<file path="config.mk">
export PLATFORM = sky130hd
export DESIGN_NAME = pst_stage
export DESIGN_NICKNAME = d
export VERILOG_FILES = /design/src/hdl/pst_pkg.sv /design/src/hdl/pst_if.sv /design/src/hdl/pst_cycle_tick.sv /design/src/hdl/pst_pickup.sv /design/src/hdl/pst_stage.sv
export SDC_FILE = /design/constraint.sdc
export NUM_CORES = 1
export LEC_CHECK = 0
export ABC_AREA = 1
export BUFFER_PORTS_ARGS = -buffer_cell sky130_fd_sc_hd__buf_2
export CAP_MARGIN = 20
export CORE_MARGIN = 4
export CORE_UTILIZATION = 40
export DETAILED_ROUTE_END_ITERATION = 8
export GPL_TIMING_DRIVEN = 0
export PLACE_DENSITY = 0.55
export SETUP_SLACK_MARGIN = 0.15
export SLEW_MARGIN = 30
export SYNTH_ARGS = -nofsm -noshare
export SYNTH_HDL_FRONTEND = slang
export SYNTH_HIERARCHICAL = 1
export SYNTH_SLANG_ARGS = --single-unit
</file>
<file path="constraint.sdc">
create_clock -name clk -period 5.45 [get_ports clk]
set_input_delay 0.2725 -clock clk [delete_from_list [all_inputs] [get_ports clk]]
set_output_delay 0.2725 -clock clk [all_outputs]
set_load 0.05 [all_outputs]
</file>
<file path="src/hdl/pst_pkg.sv">
// Purpose: Shared constants and types for the protection stage pick-up timer
// Assumes: 100 MHz clock; one program cycle equals one 0.005 s delay step
// Notes:   Curve constants are a linear stand-in for the inverse-time curves
`default_nettype none
package pst_pkg;

    // Clock and program cycle timing
    localparam int CLK_HZ        = 100_000_000;
    localparam int CYCLE_TIME_US = 5000;
    localparam int CYCLE_CLKS    = (CLK_HZ / 1_000_000) * CYCLE_TIME_US;
    localparam int CYCLE_CNT_W   = 20;

    // Data widths
    localparam int MEAS_W  = 16;
    localparam int DLY_W   = 19;
    localparam int K_W     = 12;
    localparam int ACC_W   = 32;
    localparam int STAMP_W = 32;
    localparam int FAULT_W = 2;
    localparam int PCT_W   = 24;

    // Delay setting in 0.005 s steps: 0.040 s by default
    localparam int                DLY_STEP_US = 5000;
    localparam int                DLY_DEF_US  = 40000;
    localparam logic [DLY_W-1:0]  DLY_DEFAULT = DLY_W'(DLY_DEF_US / DLY_STEP_US);
    localparam logic [DLY_W-1:0]  DLY_ZERO    = 19'h00000;
    localparam logic [DLY_W-1:0]  DLY_MAX     = 19'h7FFFF;

    // Pick-up and reset ratios in percent of the setting
    localparam logic [PCT_W-1:0] PICK_PCT        = 24'h000064;
    localparam logic [PCT_W-1:0] RESET_PCT       = 24'h000061;
    localparam logic [PCT_W-1:0] UNDER_RESET_PCT = 24'h000067;

    // Inverse-time scale per curve series, multiplied by the time dial
    localparam logic [ACC_W-1:0] IEC_CONST  = 32'h00000200;
    localparam logic [ACC_W-1:0] IEEE_CONST = 32'h00000100;
    localparam logic [ACC_W-1:0] ACC_ZERO   = 32'h00000000;
    localparam logic [ACC_W-1:0] ACC_MAX    = 32'hFFFFFFFF;
    localparam logic [STAMP_W-1:0] STAMP_ONE = 32'h00000001;

    typedef enum logic [0:0] {
        fixed_delay_mode  = 1'b0,
        inverse_time_mode = 1'b1
    } pst_delay_t;

    typedef enum logic [0:0] {
        series_iec  = 1'b0,
        series_ieee = 1'b1
    } pst_series_t;

    localparam pst_delay_t  DELAY_TYPE_DEFAULT = fixed_delay_mode;
    localparam pst_series_t SERIES_DEFAULT     = series_iec;

    typedef enum logic [1:0] {
        st_idle    = 2'b00,
        st_timing  = 2'b01,
        st_tripped = 2'b10,
        st_blocked = 2'b11
    } pst_state_t;

endpackage : pst_pkg
`default_nettype wire

</file>
<file path="src/hdl/pst_if.sv">
// Purpose: Carrier between the stage core, its cycle ticker and its comparator
// Assumes: Single clock domain
// Notes:   No clocking block; plain modports
`timescale 1ns/1ps
`default_nettype none
interface pst_if;
    import pst_pkg::*;
    logic              tick;
    logic [MEAS_W-1:0] meas;
    logic [MEAS_W-1:0] pick_level;
    logic              under_stage;
    logic              picked;

    modport ticker     (output tick);
    modport comparator (input tick, input meas, input pick_level, input under_stage, output picked);
    modport core       (input tick, input picked, output meas, output pick_level, output under_stage);
endinterface : pst_if
`default_nettype wire

</file>
<file path="src/hdl/pst_cycle_tick.sv">
// Purpose: Program cycle enable divider
// Assumes: CLKS at least 2
// Notes:   One-cycle tick every CLKS clocks
`timescale 1ns/1ps
`default_nettype none
module pst_cycle_tick
    import pst_pkg::*;
#(
    parameter int CLKS = CYCLE_CLKS
)(
    // Clock and reset
    input  wire logic clk,
    input  wire logic rst_n,
    // Tick out
    pst_if.ticker     tk
);

    logic [CYCLE_CNT_W-1:0] div;

    // Free-running divider; tick on wrap
    always_ff @(posedge clk)
    begin
        if (!rst_n)
            div <= '0;
        else if (div == CYCLE_CNT_W'(CLKS - 1))
            div <= '0;
        else
            div <= div + 1'b1;
    end

    assign tk.tick = (div == CYCLE_CNT_W'(CLKS - 1));

endmodule : pst_cycle_tick
`default_nettype wire

</file>
<file path="src/hdl/pst_pickup.sv">
// Purpose: Pick-up comparator with reset hysteresis
// Assumes: Evaluated once per program cycle
// Notes:   Under stages release at 103 % to mirror the 3 % band
`timescale 1ns/1ps
`default_nettype none
module pst_pickup
    import pst_pkg::*;
(
    // Clock and reset
    input  wire logic clk,
    input  wire logic rst_n,
    // Comparator side
    pst_if.comparator cmp
);

    logic [PCT_W-1:0] meas_pct;
    logic [PCT_W-1:0] pick_pct;
    logic [PCT_W-1:0] rel_pct;
    logic [PCT_W-1:0] urel_pct;
    logic             picked;

    // Scaled products avoid a divider in the ratio test
    assign meas_pct = PCT_W'(cmp.meas) * PICK_PCT;
    assign pick_pct = PCT_W'(cmp.pick_level) * PICK_PCT;
    assign rel_pct  = PCT_W'(cmp.pick_level) * RESET_PCT;
    assign urel_pct = PCT_W'(cmp.pick_level) * UNDER_RESET_PCT;

    // Pick-up and hysteretic release, once per cycle
    always_ff @(posedge clk)
    begin
        if (!rst_n)
            picked <= 1'b0;
        else if (cmp.tick)
        begin
            if (!cmp.under_stage)
                picked <= picked ? (meas_pct >= rel_pct) : (meas_pct > pick_pct);
            else
                picked <= picked ? (meas_pct <= urel_pct) : (meas_pct < pick_pct);
        end
    end

    assign cmp.picked = picked;

    AST_PICK_OVER: assert property (@(posedge clk) disable iff (!rst_n)
        cmp.tick && !cmp.under_stage && meas_pct > pick_pct |=> picked)
        else $error("over stage did not pick up");
    AST_HOLD_HYST: assert property (@(posedge clk) disable iff (!rst_n)
        cmp.tick && picked && !cmp.under_stage && meas_pct >= rel_pct |=> picked)
        else $error("pick-up released above reset ratio");

endmodule : pst_pickup
`default_nettype wire

</file>
<file path="src/hdl/pst_stage.sv">
// Purpose: Protection stage: pick-up, blocking and operating-time counter
// Assumes: Settings are static between pick-ups; inputs synchronous to clk
// Notes:   Inverse time integrates the excess over the setting each cycle
`timescale 1ns/1ps
`default_nettype none

////////////////////////////////////////////////////////////////////////////////
// What this block does
// - Pick up when measurement passes the setting
// - Release only past 97 percent reset ratio, 103 percent for under stages
// - Sample blocking at each program cycle start
// - Unblocked pick-up raises start, begins timing
// - Blocked pick-up raises blocked, never times
// - Blocking during start clears start, releases timer
// - Blocking emits time-stamped event with values
// - Instant mode trips together with start
// - Fixed delay trips after delay, continuous pick-up
// - Inverse mode delay follows measurement excess over the setting
// - Inverse mode never trips before minimum delay
// - Delay type selects fixed or inverse counting
// - Fixed delay counts in 0.005 s steps
// - Zero fixed delay trips instantly
// - Curve series applies only in inverse mode
module pst_stage
    import pst_pkg::*;
#(
    parameter int CYCLE_CLKS_P = CYCLE_CLKS
)(
    // Clock and reset
    input  wire logic               clk,
    input  wire logic               rst_n,
    // Settings
    input  wire pst_delay_t         delay_type,
    input  wire pst_series_t        curve_series,
    input  wire logic               under_stage,
    input  wire logic [MEAS_W-1:0]  pick_level,
    input  wire logic [DLY_W-1:0]   fixed_delay,
    input  wire logic [K_W-1:0]     time_dial,
    // Measurement and blocking
    input  wire logic [MEAS_W-1:0]  meas,
    input  wire logic               block_in,
    input  wire logic [FAULT_W-1:0] fault_type,
    // Stage flags
    output logic                    start,
    output logic                    blocked,
    output logic                    trip,
    // Blocking event
    output logic                    blk_event,
    output logic [STAMP_W-1:0]      blk_stamp,
    output logic [MEAS_W-1:0]       blk_value,
    output logic [FAULT_W-1:0]      blk_fault
);

    ////////////////////////////////////////////////////////////////////////////
    // Sub-blocks

    pst_if pif ();

    assign pif.meas        = meas;
    assign pif.pick_level  = pick_level;
    assign pif.under_stage = under_stage;

    pst_cycle_tick #(
        .CLKS (CYCLE_CLKS_P)
    ) u_tick (
        .clk   (clk),
        .rst_n (rst_n),
        .tk    (pif.ticker)
    );

    pst_pickup u_pick (
        .clk   (clk),
        .rst_n (rst_n),
        .cmp   (pif.comparator)
    );

    ////////////////////////////////////////////////////////////////////////////
    // Decisions for this cycle

    pst_state_t         state;
    pst_state_t         next_state;
    logic               tick;
    logic               picked;
    logic               blk_smp;
    logic [DLY_W-1:0]   cnt;
    logic [DLY_W-1:0]   next_cnt;
    logic [ACC_W-1:0]   acc;
    logic [ACC_W-1:0]   next_acc;
    logic [ACC_W-1:0]   inv_target;
    logic [ACC_W-1:0]   series_const;
    logic [MEAS_W-1:0]  excess;
    logic [STAMP_W-1:0] stamp;
    logic [MEAS_W-1:0]  start_value;
    logic               time_up;
    logic               go_block;

    assign tick   = pif.tick;
    assign picked = pif.picked;

    // Blocking level seen at the cycle start, before any pick-up consequence
    assign blk_smp = block_in;

    // Series matters only for the inverse target
    assign series_const = (curve_series == series_ieee) ? IEEE_CONST : IEC_CONST;
    assign inv_target   = ACC_W'(time_dial) * series_const;

    // Distance past the setting drives the inverse integration
    always_comb
    begin
        excess = '0;
        if (!under_stage && meas > pick_level)
            excess = meas - pick_level;
        else if (under_stage && pick_level > meas)
            excess = pick_level - meas;
    end

    // Saturating cycle and excess counts
    assign next_cnt = (cnt == DLY_MAX) ? cnt : cnt + 1'b1;
    assign next_acc = (acc > ACC_MAX - ACC_W'(excess)) ? ACC_MAX : acc + ACC_W'(excess);

    // Expiry test; the minimum delay also bounds inverse tripping
    always_comb
    begin
        if (delay_type == fixed_delay_mode)
            time_up = (next_cnt >= fixed_delay);
        else
            time_up = (next_acc >= inv_target) && (next_cnt >= fixed_delay);
    end

    // Blocking takes effect on a pick-up while the sampled block is high
    assign go_block = picked && blk_smp && (state != st_blocked);

    ////////////////////////////////////////////////////////////////////////////
    // Stage state

    always_comb
    begin
        next_state = state;
        unique case (state)
            st_idle:
            begin
                if (picked && blk_smp)
                    next_state = st_blocked;
                else if (picked && delay_type == fixed_delay_mode && fixed_delay == DLY_ZERO)
                    next_state = st_tripped;
                else if (picked)
                    next_state = st_timing;
            end
            st_timing:
            begin
                if (!picked)
                    next_state = st_idle;
                else if (blk_smp)
                    next_state = st_blocked;
                else if (time_up)
                    next_state = st_tripped;
            end
            st_tripped:
            begin
                if (!picked)
                    next_state = st_idle;
                else if (blk_smp)
                    next_state = st_blocked;
            end
            st_blocked:
            begin
                if (!picked || !blk_smp)
                    next_state = st_idle;
            end
        endcase
    end

    // State only moves on the program cycle
    always_ff @(posedge clk)
    begin
        if (!rst_n)
            state <= st_idle;
        else if (tick)
            state <= next_state;
    end

    // Operating-time counters restart from zero on every new start
    always_ff @(posedge clk)
    begin
        if (!rst_n)
        begin
            cnt <= '0;
            acc <= ACC_ZERO;
        end
        else if (tick)
        begin
            if (next_state == st_timing && state == st_timing)
            begin
                cnt <= next_cnt;
                acc <= next_acc;
            end
            else if (next_state == st_tripped && state == st_timing)
            begin
                cnt <= next_cnt;
                acc <= next_acc;
            end
            else if (next_state != st_tripped)
            begin
                cnt <= '0;
                acc <= ACC_ZERO;
            end
        end
    end

    ////////////////////////////////////////////////////////////////////////////
    // Output flags

    // Flags are registered copies of the state, so trip never leads start
    always_ff @(posedge clk)
    begin
        if (!rst_n)
        begin
            start   <= 1'b0;
            trip    <= 1'b0;
            blocked <= 1'b0;
        end
        else if (tick)
        begin
            start   <= (next_state == st_timing) || (next_state == st_tripped);
            trip    <= (next_state == st_tripped);
            blocked <= (next_state == st_blocked);
        end
    end

    ////////////////////////////////////////////////////////////////////////////
    // Blocking event record

    // Cycle count used as the event time stamp
    always_ff @(posedge clk)
    begin
        if (!rst_n)
            stamp <= '0;
        else if (tick)
            stamp <= stamp + STAMP_ONE;
    end

    // Value held from the start; an immediate block records the present value
    always_ff @(posedge clk)
    begin
        if (!rst_n)
            start_value <= '0;
        else if (tick && state == st_idle && picked)
            start_value <= meas;
    end

    // One-clock event pulse with its record
    always_ff @(posedge clk)
    begin
        if (!rst_n)
        begin
            blk_event <= 1'b0;
            blk_stamp <= '0;
            blk_value <= '0;
            blk_fault <= '0;
        end
        else
        begin
            blk_event <= tick && go_block;
            if (tick && go_block)
            begin
                blk_stamp <= stamp;
                blk_value <= (state == st_idle) ? meas : start_value;
                blk_fault <= fault_type;
            end
        end
    end

    // A block sampled on the expiry cycle still wins over the trip, since
    // blocking is tested before expiry when both are decided in the same cycle.

    ////////////////////////////////////////////////////////////////////////////
    // Checks

    AST_INSTANT: assert property (@(posedge clk) disable iff (!rst_n)
        tick && state == st_idle && picked && !block_in && delay_type == fixed_delay_mode
        && fixed_delay == DLY_ZERO |=> trip && start)
        else $error("instant trip missing");
    AST_BLOCKED_QUIET: assert property (@(posedge clk) disable iff (!rst_n)
        blocked |-> !start && !trip)
        else $error("blocked stage is timing or tripping");
    AST_START_UNBLOCKED: assert property (@(posedge clk) disable iff (!rst_n)
        $rose(start) |-> !$past(block_in) && $past(picked))
        else $error("start raised without clean pick-up");
    AST_BLOCK_CLEARS: assert property (@(posedge clk) disable iff (!rst_n)
        tick && start && picked && block_in |=> !start && !trip && blocked && blk_event)
        else $error("blocking did not clear start");
    AST_EVENT_REC: assert property (@(posedge clk) disable iff (!rst_n)
        blk_event |-> blocked && blk_fault == $past(fault_type))
        else $error("blocking event record wrong");
    AST_FIXED_EARLY: assert property (@(posedge clk) disable iff (!rst_n)
        $rose(trip) && delay_type == fixed_delay_mode |-> fixed_delay == DLY_ZERO || cnt >= fixed_delay)
        else $error("fixed delay trip too early");
    AST_INV_MIN: assert property (@(posedge clk) disable iff (!rst_n)
        $rose(trip) && delay_type == inverse_time_mode |-> cnt >= fixed_delay && acc >= inv_target)
        else $error("inverse trip before minimum delay");
    AST_RELEASE: assert property (@(posedge clk) disable iff (!rst_n)
        tick && !picked |=> !start && !trip && cnt == DLY_ZERO)
        else $error("release did not clear timer");
    AST_CYCLE_ONLY: assert property (@(posedge clk) disable iff (!rst_n)
        !tick |=> $stable(start) && $stable(trip) && $stable(blocked))
        else $error("flags moved between program cycles");

    COV_FIXED_TRIP: cover property (@(posedge clk) disable iff (!rst_n)
        $rose(trip) && delay_type == fixed_delay_mode && fixed_delay != DLY_ZERO);
    COV_INV_TRIP: cover property (@(posedge clk) disable iff (!rst_n)
        $rose(trip) && delay_type == inverse_time_mode);
    COV_BLOCK_AT_PICK: cover property (@(posedge clk) disable iff (!rst_n)
        blk_event && !$past(start));
    COV_BLOCK_IN_START: cover property (@(posedge clk) disable iff (!rst_n)
        blk_event && $past(start));

endmodule : pst_stage
`default_nettype wire

</file>
* Word-level counts from Yosys, hierarchy flattened
Cells that the tools add are included.
** Word-level totals
- Flip-flop bits (word level) :: 176
- Latch bits :: 0
- Memory bits (writable) :: 0
- ROM bits :: 0
- Bits of input ports :: 71
- Output and inout port bits :: 54
- Word-level logic and storage cells :: 95
- Memories :: 0
** Operators by class
- $add $sub $neg :: 7
- Multipliers :: 5
- Divide/modulo/power cells :: 0
- Magnitude comparators :: 9
- Eq/ne operators :: 10
- Shift-type cells :: 0
- Muxes and demuxes :: 26
- Bitwise logic cells :: 2
- Reduce and logical (&&, ||, !) cells :: 22
** Operator list (number)
- 2-to-1 mux 32 bit :: 4
- 2-to-1 mux 19 bit :: 4
- 2-to-1 mux 16 bit :: 3
- multiplier 16 x 7 -> 23 bit (second input constant) :: 2
- multiplier 16 x 5 -> 21 bit (second input constant) :: 2
- adder 32 x 1 -> 32 bit (second input constant) :: 1
- adder 32 x 16 -> 32 bit :: 1
- >= comparator 32 x 22 -> 1 bit :: 1
- > comparator 16 bit :: 2
- > comparator 32 bit :: 1
- subtractor 16 bit :: 2
- >= comparator 23 bit :: 1
- > comparator 23 bit :: 1
- <= comparator 23 bit :: 1
- < comparator 23 bit :: 1
- multiplier 12 x 10 -> 22 bit :: 1
- adder 20 x 1 -> 20 bit (second input constant) :: 1
- == test 20 x 19 -> 1 bit (second input constant) :: 1
- adder 19 x 1 -> 19 bit (second input constant) :: 1
- == test 19 bit (second input constant) :: 1
- >= comparator 19 bit :: 1
- logical NOT 19 bit :: 1
- 2-to-1 mux 2 bit :: 9
- subtractor 1 x 17 -> 18 bit (first input constant) :: 1
- other kinds (14) :: 37

* Longest topological paths before layout
Gate-level depths: netlist of run 1.
- Word-level depth :: 18
- Depth in mapped cells :: 54
- Depth with buffers taken out :: 51

* By module
Netlist of run 1, hierarchy kept.
** By module, submodules not included
- pst_stage :: times used 1, cells each 1711, area each 11363.4 um^2
- pst_pickup :: times used 1, cells each 1100, area each 7996.4 um^2
- pst_cycle_tick :: times used 1, cells each 153, area each 1094.8 um^2

* Worst setup path before layout of run 1
Ideal clock, no wire load.
- Path type :: input to register
- Start point :: input pick_level[12]
- End point :: register cnt[10]
- Data arrival time :: 5.780 ns
- Slack :: -0.462 ns
- Stages :: 47
- Path through :: inv_1 > ha_1 > clkbuf_1 > nand2_1 > nor2_1 > inv_1 > nor2_1 > inv_1 > nor4_1 > nor2_1 > nand2_1 > buf_2 > o22ai_1 > ha_1 > nand2_1 > nor2_1 > nand4_1 > nand3_1 > [11 not listed] > nand2_1 > nor2_1 > nand2_1 > nor2_1 > nand3_1 > nand2_1 > nand2_1 > nand2_1 > nand2_1 > nand2_1 > inv_1 > ha_1 > o211ai_1 > inv_1 > clkbuf_1 > clkbuf_1 > nand2_1 > a21oi_1
** Between the ends
- Cells in the longest elaborated chain, start to end :: 18
** Ends and longest elaborated chain
- from (decl) :: RTL line pst_stage.sv:36 : input wire logic [MEAS_W-1:0] pick_level,
- > comparator 16 bit :: RTL line pst_stage.sv:113 : else if (under_stage && pick_level > meas)
- logical AND 1 bit :: RTL line pst_stage.sv:113
- 2-to-1 mux 16 bit :: RTL line pst_stage.sv:113
- 2-to-1 mux 16 bit (*) :: RTL line pst_stage.sv:111 : if (!under_stage && meas > pick_level)
- subtractor 1 x 17 -> 18 bit :: RTL line pst_stage.sv:119 : assign next_acc = (acc > ACC_MAX - ACC_W'(excess)) ? ACC_MAX : acc + ACC_W'(excess);
- > comparator 32 bit :: RTL line pst_stage.sv:119
- 2-to-1 mux 32 bit (*) :: RTL line pst_stage.sv:119
- >= comparator 32 x 22 -> 1 bit (*) :: RTL line pst_stage.sv:127 : time_up = (next_acc >= inv_target) && (next_cnt >= fixed_delay);
- [3 not listed]
- 2-to-1 mux 2 bit (*) :: RTL line pst_stage.sv:153 : else if (blk_smp)
- 2-to-1 mux 2 bit (*) :: RTL line pst_stage.sv:151 : if (!picked)
- one-hot mux 2 bit (4 select lines) (*) :: RTL line pst_stage.sv:139 : unique case (state)
- net next_state[0] :: RTL line pst_stage.sv:81 : pst_state_t next_state;
- == test 2 x 1 -> 1 bit / == test 2 bit (equally long branches) :: RTL line pst_stage.sv:192, pst_stage.sv:197
- logical AND 1 bit (on tied branches) :: RTL line pst_stage.sv:192, pst_stage.sv:197
- nonzero test 3 bit (no line) / 2-to-1 mux 19 bit (equally long branches)
- AND reduction 2 bit (no line) / 2-to-1 mux 19 bit (equally long branches)
- to (signal assigned) :: RTL line pst_stage.sv:194 : cnt <= next_cnt;
- to (signal assigned) :: RTL line pst_stage.sv:199 : cnt <= next_cnt;
- to (decl) :: RTL line pst_stage.sv:85 : logic [DLY_W-1:0] cnt;
Mark *: on every way through the listed nets, which the timed path passes. The rest lies on a longest branch.
A chain may end at the register's enable or synchronous reset.

* Worst setup path in the final report of run 1
- Start point :: input meas[2]
- End point :: register acc[31]
** Between the ends
- Cells in the longest elaborated chain, start to end :: 18
** Ends and longest elaborated chain
- from (decl) :: RTL line pst_stage.sv:40 : input wire logic [MEAS_W-1:0] meas,
- > comparator 16 bit :: RTL line pst_stage.sv:113
- logical AND 1 bit :: RTL line pst_stage.sv:113
- 2-to-1 mux 16 bit :: RTL line pst_stage.sv:113
- 2-to-1 mux 16 bit (*) :: RTL line pst_stage.sv:111
- subtractor 1 x 17 -> 18 bit :: RTL line pst_stage.sv:119
- > comparator 32 bit :: RTL line pst_stage.sv:119
- 2-to-1 mux 32 bit (*) :: RTL line pst_stage.sv:119
- >= comparator 32 x 22 -> 1 bit (*) :: RTL line pst_stage.sv:127
- [3 not listed]
- 2-to-1 mux 2 bit (*) :: RTL line pst_stage.sv:153
- 2-to-1 mux 2 bit (*) :: RTL line pst_stage.sv:151
- one-hot mux 2 bit (4 select lines) (*) :: RTL line pst_stage.sv:139
- net next_state[1] :: RTL line pst_stage.sv:81
- == test 2 x 1 -> 1 bit / == test 2 bit (equally long branches) :: RTL line pst_stage.sv:192, pst_stage.sv:197
- logical AND 1 bit (on tied branches) :: RTL line pst_stage.sv:192, pst_stage.sv:197
- nonzero test 3 bit (no line) / 2-to-1 mux 32 bit (equally long branches)
- AND reduction 2 bit (no line) / 2-to-1 mux 32 bit (equally long branches)
- to (signal assigned) :: RTL line pst_stage.sv:195 : acc <= next_acc;
- to (signal assigned) :: RTL line pst_stage.sv:200 : acc <= next_acc;
- to (decl) :: RTL line pst_stage.sv:87 : logic [ACC_W-1:0] acc;
Marked as above.

==> flow_summary.toml, run 1 <==
[sta]
setup_ws_ns = -0.4107
period_share_pct = 107.5
tightest_slew_ns = 0.8561
holdWs_ns = 0.06533
report.final.slew_viol_count = 0
min_period_ns = 5.861
fin_skew_ns = 0.01352
max_freq_mhz = 170.6
relSlewSlack_pct = 42.93
rsz0062_at_grt = "yes"
hold_viol = 0
setup_violations = 51

[die]
die-area_sq_um = 54820
die_h_um = 234.1
core.rowCount = 82
initial_core_util_pct = 40.60
core_region_area_sq_um = 50380
ioPinCount = 125
die_w_um = 234.1

[critical_path]
setup.worst_path.class = "input pin to flip-flop"
required_ns = 5.76
crit_arrival_ns = 6.17
critPathMaxStageDelay_ns = 0.33
r2r_slack_ns = 0.51
cp_common_cell = "nand2_1"
cp_max_fo = 6
cp-start-kind = "input pin"
critPathCaptureType = "flip-flop"
critPathSlowestCell = "o31ai_4"

[yosys]
ys_seq_elements = 176
synthCells = 2964
yosysWarnings = 6
ys.flop_type = "dfxtp_1"
yosysMostFrequentCell = "nand2_1"
yosys-top-cells-count = "nand2_1, inv_1, ha_1, a21oi_1, nor2_1"
synth_edf_count = 0
ys_types = 64
async_flop_share_pct = 0
synthTopCellsByArea = "ha_1, dfxtp_1, nand2_1"
yosysSeqAreaShare_pct = 17.23
syn_area_sq_um = 20450
yosys.area.top_type = "ha_1"
syn_area_per_cell_sq_um = 6.901
yosysTopAreaCellShare_pct = 21.04

[cells_and_area]
layoutNonFillerInstCount = 3922
num_antenna_cells = 0
nets = 3720
layout-drive-gt1-share_pct = 21.35
multi_input_area_sq_um = 16650
area_growth_pct = 26.96
fillCellCount = 4892
register_area_sq_um = 3523

[detailed_routing]
routed_via_density = 5.119
wire_per_inst_um = 16.25
drt_iter0_drc = 1257
drc_errors = 0
ant_nets = 0
first_pass_iters = 5
vias = 20080
wl_mm = 63.71

[global_routing]
antenna_found_initial = 0
grt_max_degree = 20
grt_pass1_wl_mm = 101.0
grt_use_total_pct = 22.77
grt_pass1_vias = 19700
grt_overflow = 0

[clock_network]
clk_latency_ns = 0.46
clk_path_buf_depth = 2
tritoncts = "yes"
clkSlewWorstSetupHoldPaths_ns = 0.08
cts_root_buffer = "clkbuf_16"
cts_max_level = 4
cts_sinks = 176
cts_buffers = 17

[power]
ir_worst_vdd_mv = 0.2201
p_leak_nw = 12.86
p_per_area_nw_per_um2 = 280.2
power_mw = 7.278

[place]
io_buffers = 124
place_congestion = 0.9128
dp.cells = 3766
post-dp-hpwl_mm = 49.53
place_ws_ns = -2.326

[outcome]
status = "complete, but fails checks"
violations = "setup timing"

[flow_run]
maxCapViolCount = 0

[hold_path]
min_path_type = "input pin to flip-flop"
## final cells by class
| class | count | area share, % |
|---|---|---|
| Sequential cell | 176 | 13.57 |
| Tap cell | 672 | 3.238 |
| Clock buffer | 17 | 1.638 |
| Timing Repair Buffer | 248 | 7.453 |
| Buffer | 60 | 1.812 |
| Inverter | 510 | 7.439 |
| Multi-Input combinational cell | 2224 | 64.12 |
| Clock inverter | 15 | 0.7371 |
## cell families (layout without fill, tap and decap cells)
family | count (synthesis) | after routing | synth area share [%]
flops | 176 | 176 | 17.23
other cells | 1 | 7 | 0.01833
buf+inv | 570 | 850 | 10.57
simple gates | 1108 | 1108 | 23.59
compound gates | 560 | 560 | 15.01
fa+ha+maj | 412 | 412 | 27.70
xor+xnor | 134 | 134 | 5.738
mux | 3 | 3 | 0.1529
## timing repair
action | CTS | global route
hold buffers | 0 | 0
setup endpoints to repair | 57 | 55
resized for setup | 379 | 129
pin swaps | 84 | 90
cloned | 6 | 0
setup buffers | 86 | 32
## worst paths after layout
check	from	to	cells past startpoint
worst min-delay path	fault_type[1]	blk_fault[1]	3
worst min register to register	start_value[14]	start_value[14]	2
worst max-delay path	meas[2]	acc[31]	48
worst max register to register	cnt[0]	acc[31]	29
## through the flow
stage               instance area (sq um)  util, %  setup TNS [ns]
floorplan                           20730        -               0
global route                        25970    51.55          -32.86
finish                              25970    51.55          -17.80
CTS                                 25210    50.04          -5.569
global placement                    22190    44.06         -114.30
detailed placement                  22190    44.06         -118.77
## registers in the layout, summed over array words and instances (netlist names), 2 cells and up
name / count
u_tick/div: 20
start_value: 16
blk_value: 16
cnt: 19
blk_fault: 2
acc: 32
blk_stamp: 32
state: 2
stamp: 32
## report_power, final
part           leakage (nW)  switching [mW]  internal, mW
registers              1.42         0.00196          1.29
logic                  11.1            2.86          1.82
clock network         0.303           0.639         0.666
total                  12.9            3.50          3.78
## worst max-delay path: cells and delay by family
| kind | cells | cell delay, ns |
|---|---|---|
| AO/OA/AOI/OAI | 7 | 1.39 |
| XOR/XNOR | 1 | 0.21 |
| adder cells (fa/ha/maj) | 4 | 0.93 |
| buffers and inverters | 11 | 1.09 |
| AND/OR/NAND/NOR | 25 | 2.25 |
## cells in the final DEF (no fill, tap or decap), types with 9 or more instances in the layout
cell and count:
nor2_4 23, o21ai_0 129, a21oi_2 43, buf_12 15, o21ai_1 13, dfxtp_1 176
nand3_1 98, nand3_2 16, a21oi_4 15, nor2_2 25, nand2_4 38, buf_6 16
nand2_2 69, buf_4 116, clkbuf_16 22, nor2_1 219, nand4_1 36, a21oi_1 253
ha_4 39, nand2_1 510, clkbuf_1 36, a21o_1 18, xnor2_1 46, nor3_1 23
buf_2 98, o21bai_1 9, o21ai_2 17, fa_1 65, ha_1 300, inv_2 28
nor4_1 12, inv_1 476, xor2_1 84
## metal layers
layer  vias up  routed length (um)  GRT usage (%)
li1      10180                   -              -
met1      9457               29330          30.04
met2       372               30950          40.01
met3        70                2253          2.721
met4         0                1173          4.939
met5         -                   0              0
No activity file was read; power rests on OpenSTA's default activity.
==> inputs of run 2 (changes only) <==
--- a/config.mk
+++ b/config.mk
@@ -8,11 +8,13 @@
 export ABC_AREA = 1
 export BUFFER_PORTS_ARGS = -buffer_cell sky130_fd_sc_hd__buf_2
 export CAP_MARGIN = 20
+export CELL_PAD_IN_SITES_DETAIL_PLACEMENT = 0
+export CELL_PAD_IN_SITES_GLOBAL_PLACEMENT = 1
 export CORE_MARGIN = 4
 export CORE_UTILIZATION = 40
 export DETAILED_ROUTE_END_ITERATION = 8
 export GPL_TIMING_DRIVEN = 0
-export PLACE_DENSITY = 0.55
+export PLACE_DENSITY = 0.73
 export SETUP_SLACK_MARGIN = 0.15
 export SLEW_MARGIN = 30
 export SYNTH_ARGS = -nofsm -noshare
==> run 2 against run 1 <==
Compared with the run above: the flow still finishes with violations (setup timing); sequential power about the same; routed wire length is 1.6% lower; via count fell by 1.6%; sequential share of layout area up 0.20 points; hold slack worse by 0.0065 ns.
==> flow_summary.toml, run 2 (synthesis results as in run 1) <==
[outcome]
status = "complete, but fails checks"
violations = "setup timing"

[clock_network]
cts_buffers = 17
cts_max_level = 4
clk_path_buf_depth = 2
cts_sinks = 176
postCtsHoldBufs = 0
cts_root_buffer = "clkbuf_16"
clkSlewWorstSetupHoldPaths_ns = 0.09
tritoncts = "yes"
clk_latency_ns = 0.47

[die]
core_region_area_sq_um = 50380
die-area_sq_um = 54820
die_h_um = 234.1
core.rowCount = 82
ioPinCount = 125
die_w_um = 234.1
initial_core_util_pct = 40.60

[detailed_routing]
vias = 19750
drc_errors = 0
drt_iter0_drc = 977
wl_mm = 62.70
routed_via_density = 5.055
wire_per_inst_um = 16.05
first_pass_iters = 5
ant_nets = 0

[sta]
rsz0062_at_grt = "yes"
setup_ws_ns = -0.3396
hold_viol = 0
min_period_ns = 5.790
tightest_slew_ns = 0.8875
report.final.slew_viol_count = 0
fin_skew_ns = 0.01914
setup_violations = 50
relSlewSlack_pct = 40.84
max_freq_mhz = 172.7
period_share_pct = 106.2

[critical_path]
critPathCaptureType = "flip-flop"
r2r_cells = 29
cp_max_fo = 7
r2r_slack_ns = 0.59
critPathMaxStageDelay_ns = 0.32
cp-start-kind = "input pin"
cp_common_cell = "buf_4"
setup.worst_path.class = "input pin to flip-flop"
reg2reg_to = "cnt[16]"
reg2reg_from = "cnt[0]"
critPathSlowestCell = "o31ai_4"
crit_arrival_ns = 6.11
startpoint = "meas[2]"
required_ns = 5.77

[global_routing]
grt_use_total_pct = 22.72
grt_max_degree = 22
grt_pass1_vias = 19420
antenna_found_initial = 0
grt_overflow = 0
grt_pass1_wl_mm = 99.85

[place]
post-dp-hpwl_mm = 49.75
place_congestion = 0.8990
place_ws_ns = -2.348
place_area_sq_um = 22190
io_buffers = 124

[power]
p_per_area_nw_per_um2 = 284.0
power_mw = 7.270
p_leak_nw = 12.52
ir_worst_vdd_mv = 0.2457

[cells_and_area]
layout_common_cells = "nand2_1, inv_1, ha_1, a21oi_1, nor2_1"
layout-drive-gt1-share_pct = 19.44
reg_top3 = "acc (32), blk_stamp (32), stamp (32)"
num_antenna_cells = 0
area_growth_pct = 25.15
final_common_cell = "nand2_1"
nets = 3705
final_cell_area_sq_um = 25600

[hold_path]
worstHoldStart = "fault_type[0]"
hold_end = "blk_fault[0]"
min_path_type = "input pin to flip-flop"
holdPathStages = 3

[flow_run]
maxCapViolCount = 0
==> run 2: cell count changes in the layout (fill, tap and decap cells not counted), sizes merged <==
cell	change
clkbuf	-2
buf	-12
bufinv	-1
clkinvlp	+1
inv	-2
clkinv	+2
bufbuf	-1
==> run 2: power breakdown <==
group	switching, mW	internal [mW]	leakage (nW)
clock network	0.662	0.632	0.299
logic	2.86	1.83	10.8
registers	0.00191	1.29	1.42
total	3.52	3.75	12.5
==> run 2: timing repair <==
action | 4_1_cts | 5_1_grt
setup endpoints to repair | 57 | 56
resized for setup | 330 | 100
buffers inserted | 86 | 19
pin swaps | 109 | 79
cloned | 4 | 0
==> run 2: per-stage QoR <==
step / setup TNS [ns] / cells / hold slack (ns) / utilization [%]
floorplan: 0 / 2970 / 0.4111 / -
global placement: -118.99 / 3766 / 0.4409 / 44.06
detailed placement: -119.41 / 3766 / 0.4470 / 44.06
CTS: -9.487 / 3888 / 0.02879 / 49.70
global route: -29.94 / 3907 / 0.04779 / 50.81
finish: -13.29 / 3907 / 0.05885 / 50.81
==> run 2: critical path, delay by kind of cell <==
kind	cells	cell delay, ns
simple gates	21	2.17
buf+inv	17	2.04
fa+ha+maj	3	0.71
compound gates	6	0.92
==> run 2: how the worst max path moves through the flow <==
stage | end | cells past startpoint
finish | cnt[16] | 47
global route | cnt[14] | 51
CTS | cnt[16] | 49
detailed placement | acc[24] | 49
global placement | acc[25] | 49
floorplan | cnt[10] | 49
==> run 2: final cells by class <==
class                           count  area [sq um]
Fill cell                        5041         24780
Multi-Input combinational cell   2224         16410
Sequential cell                   176          3523
Inverter                          510          1932
Timing Repair Buffer              233          1814
Tap cell                          672         840.8
Buffer                             60         442.9
Clock buffer                       17         425.4
Clock inverter                     15         205.2
==> run 2: metal layers <==
metal | GRT usage (%) | share of wire, %
met4 | 5.533 | 2.4
met1 | 30.18 | 47
met3 | 2.818 | 3.3
met5 | 0 | 0
met2 | 39.30 | 48
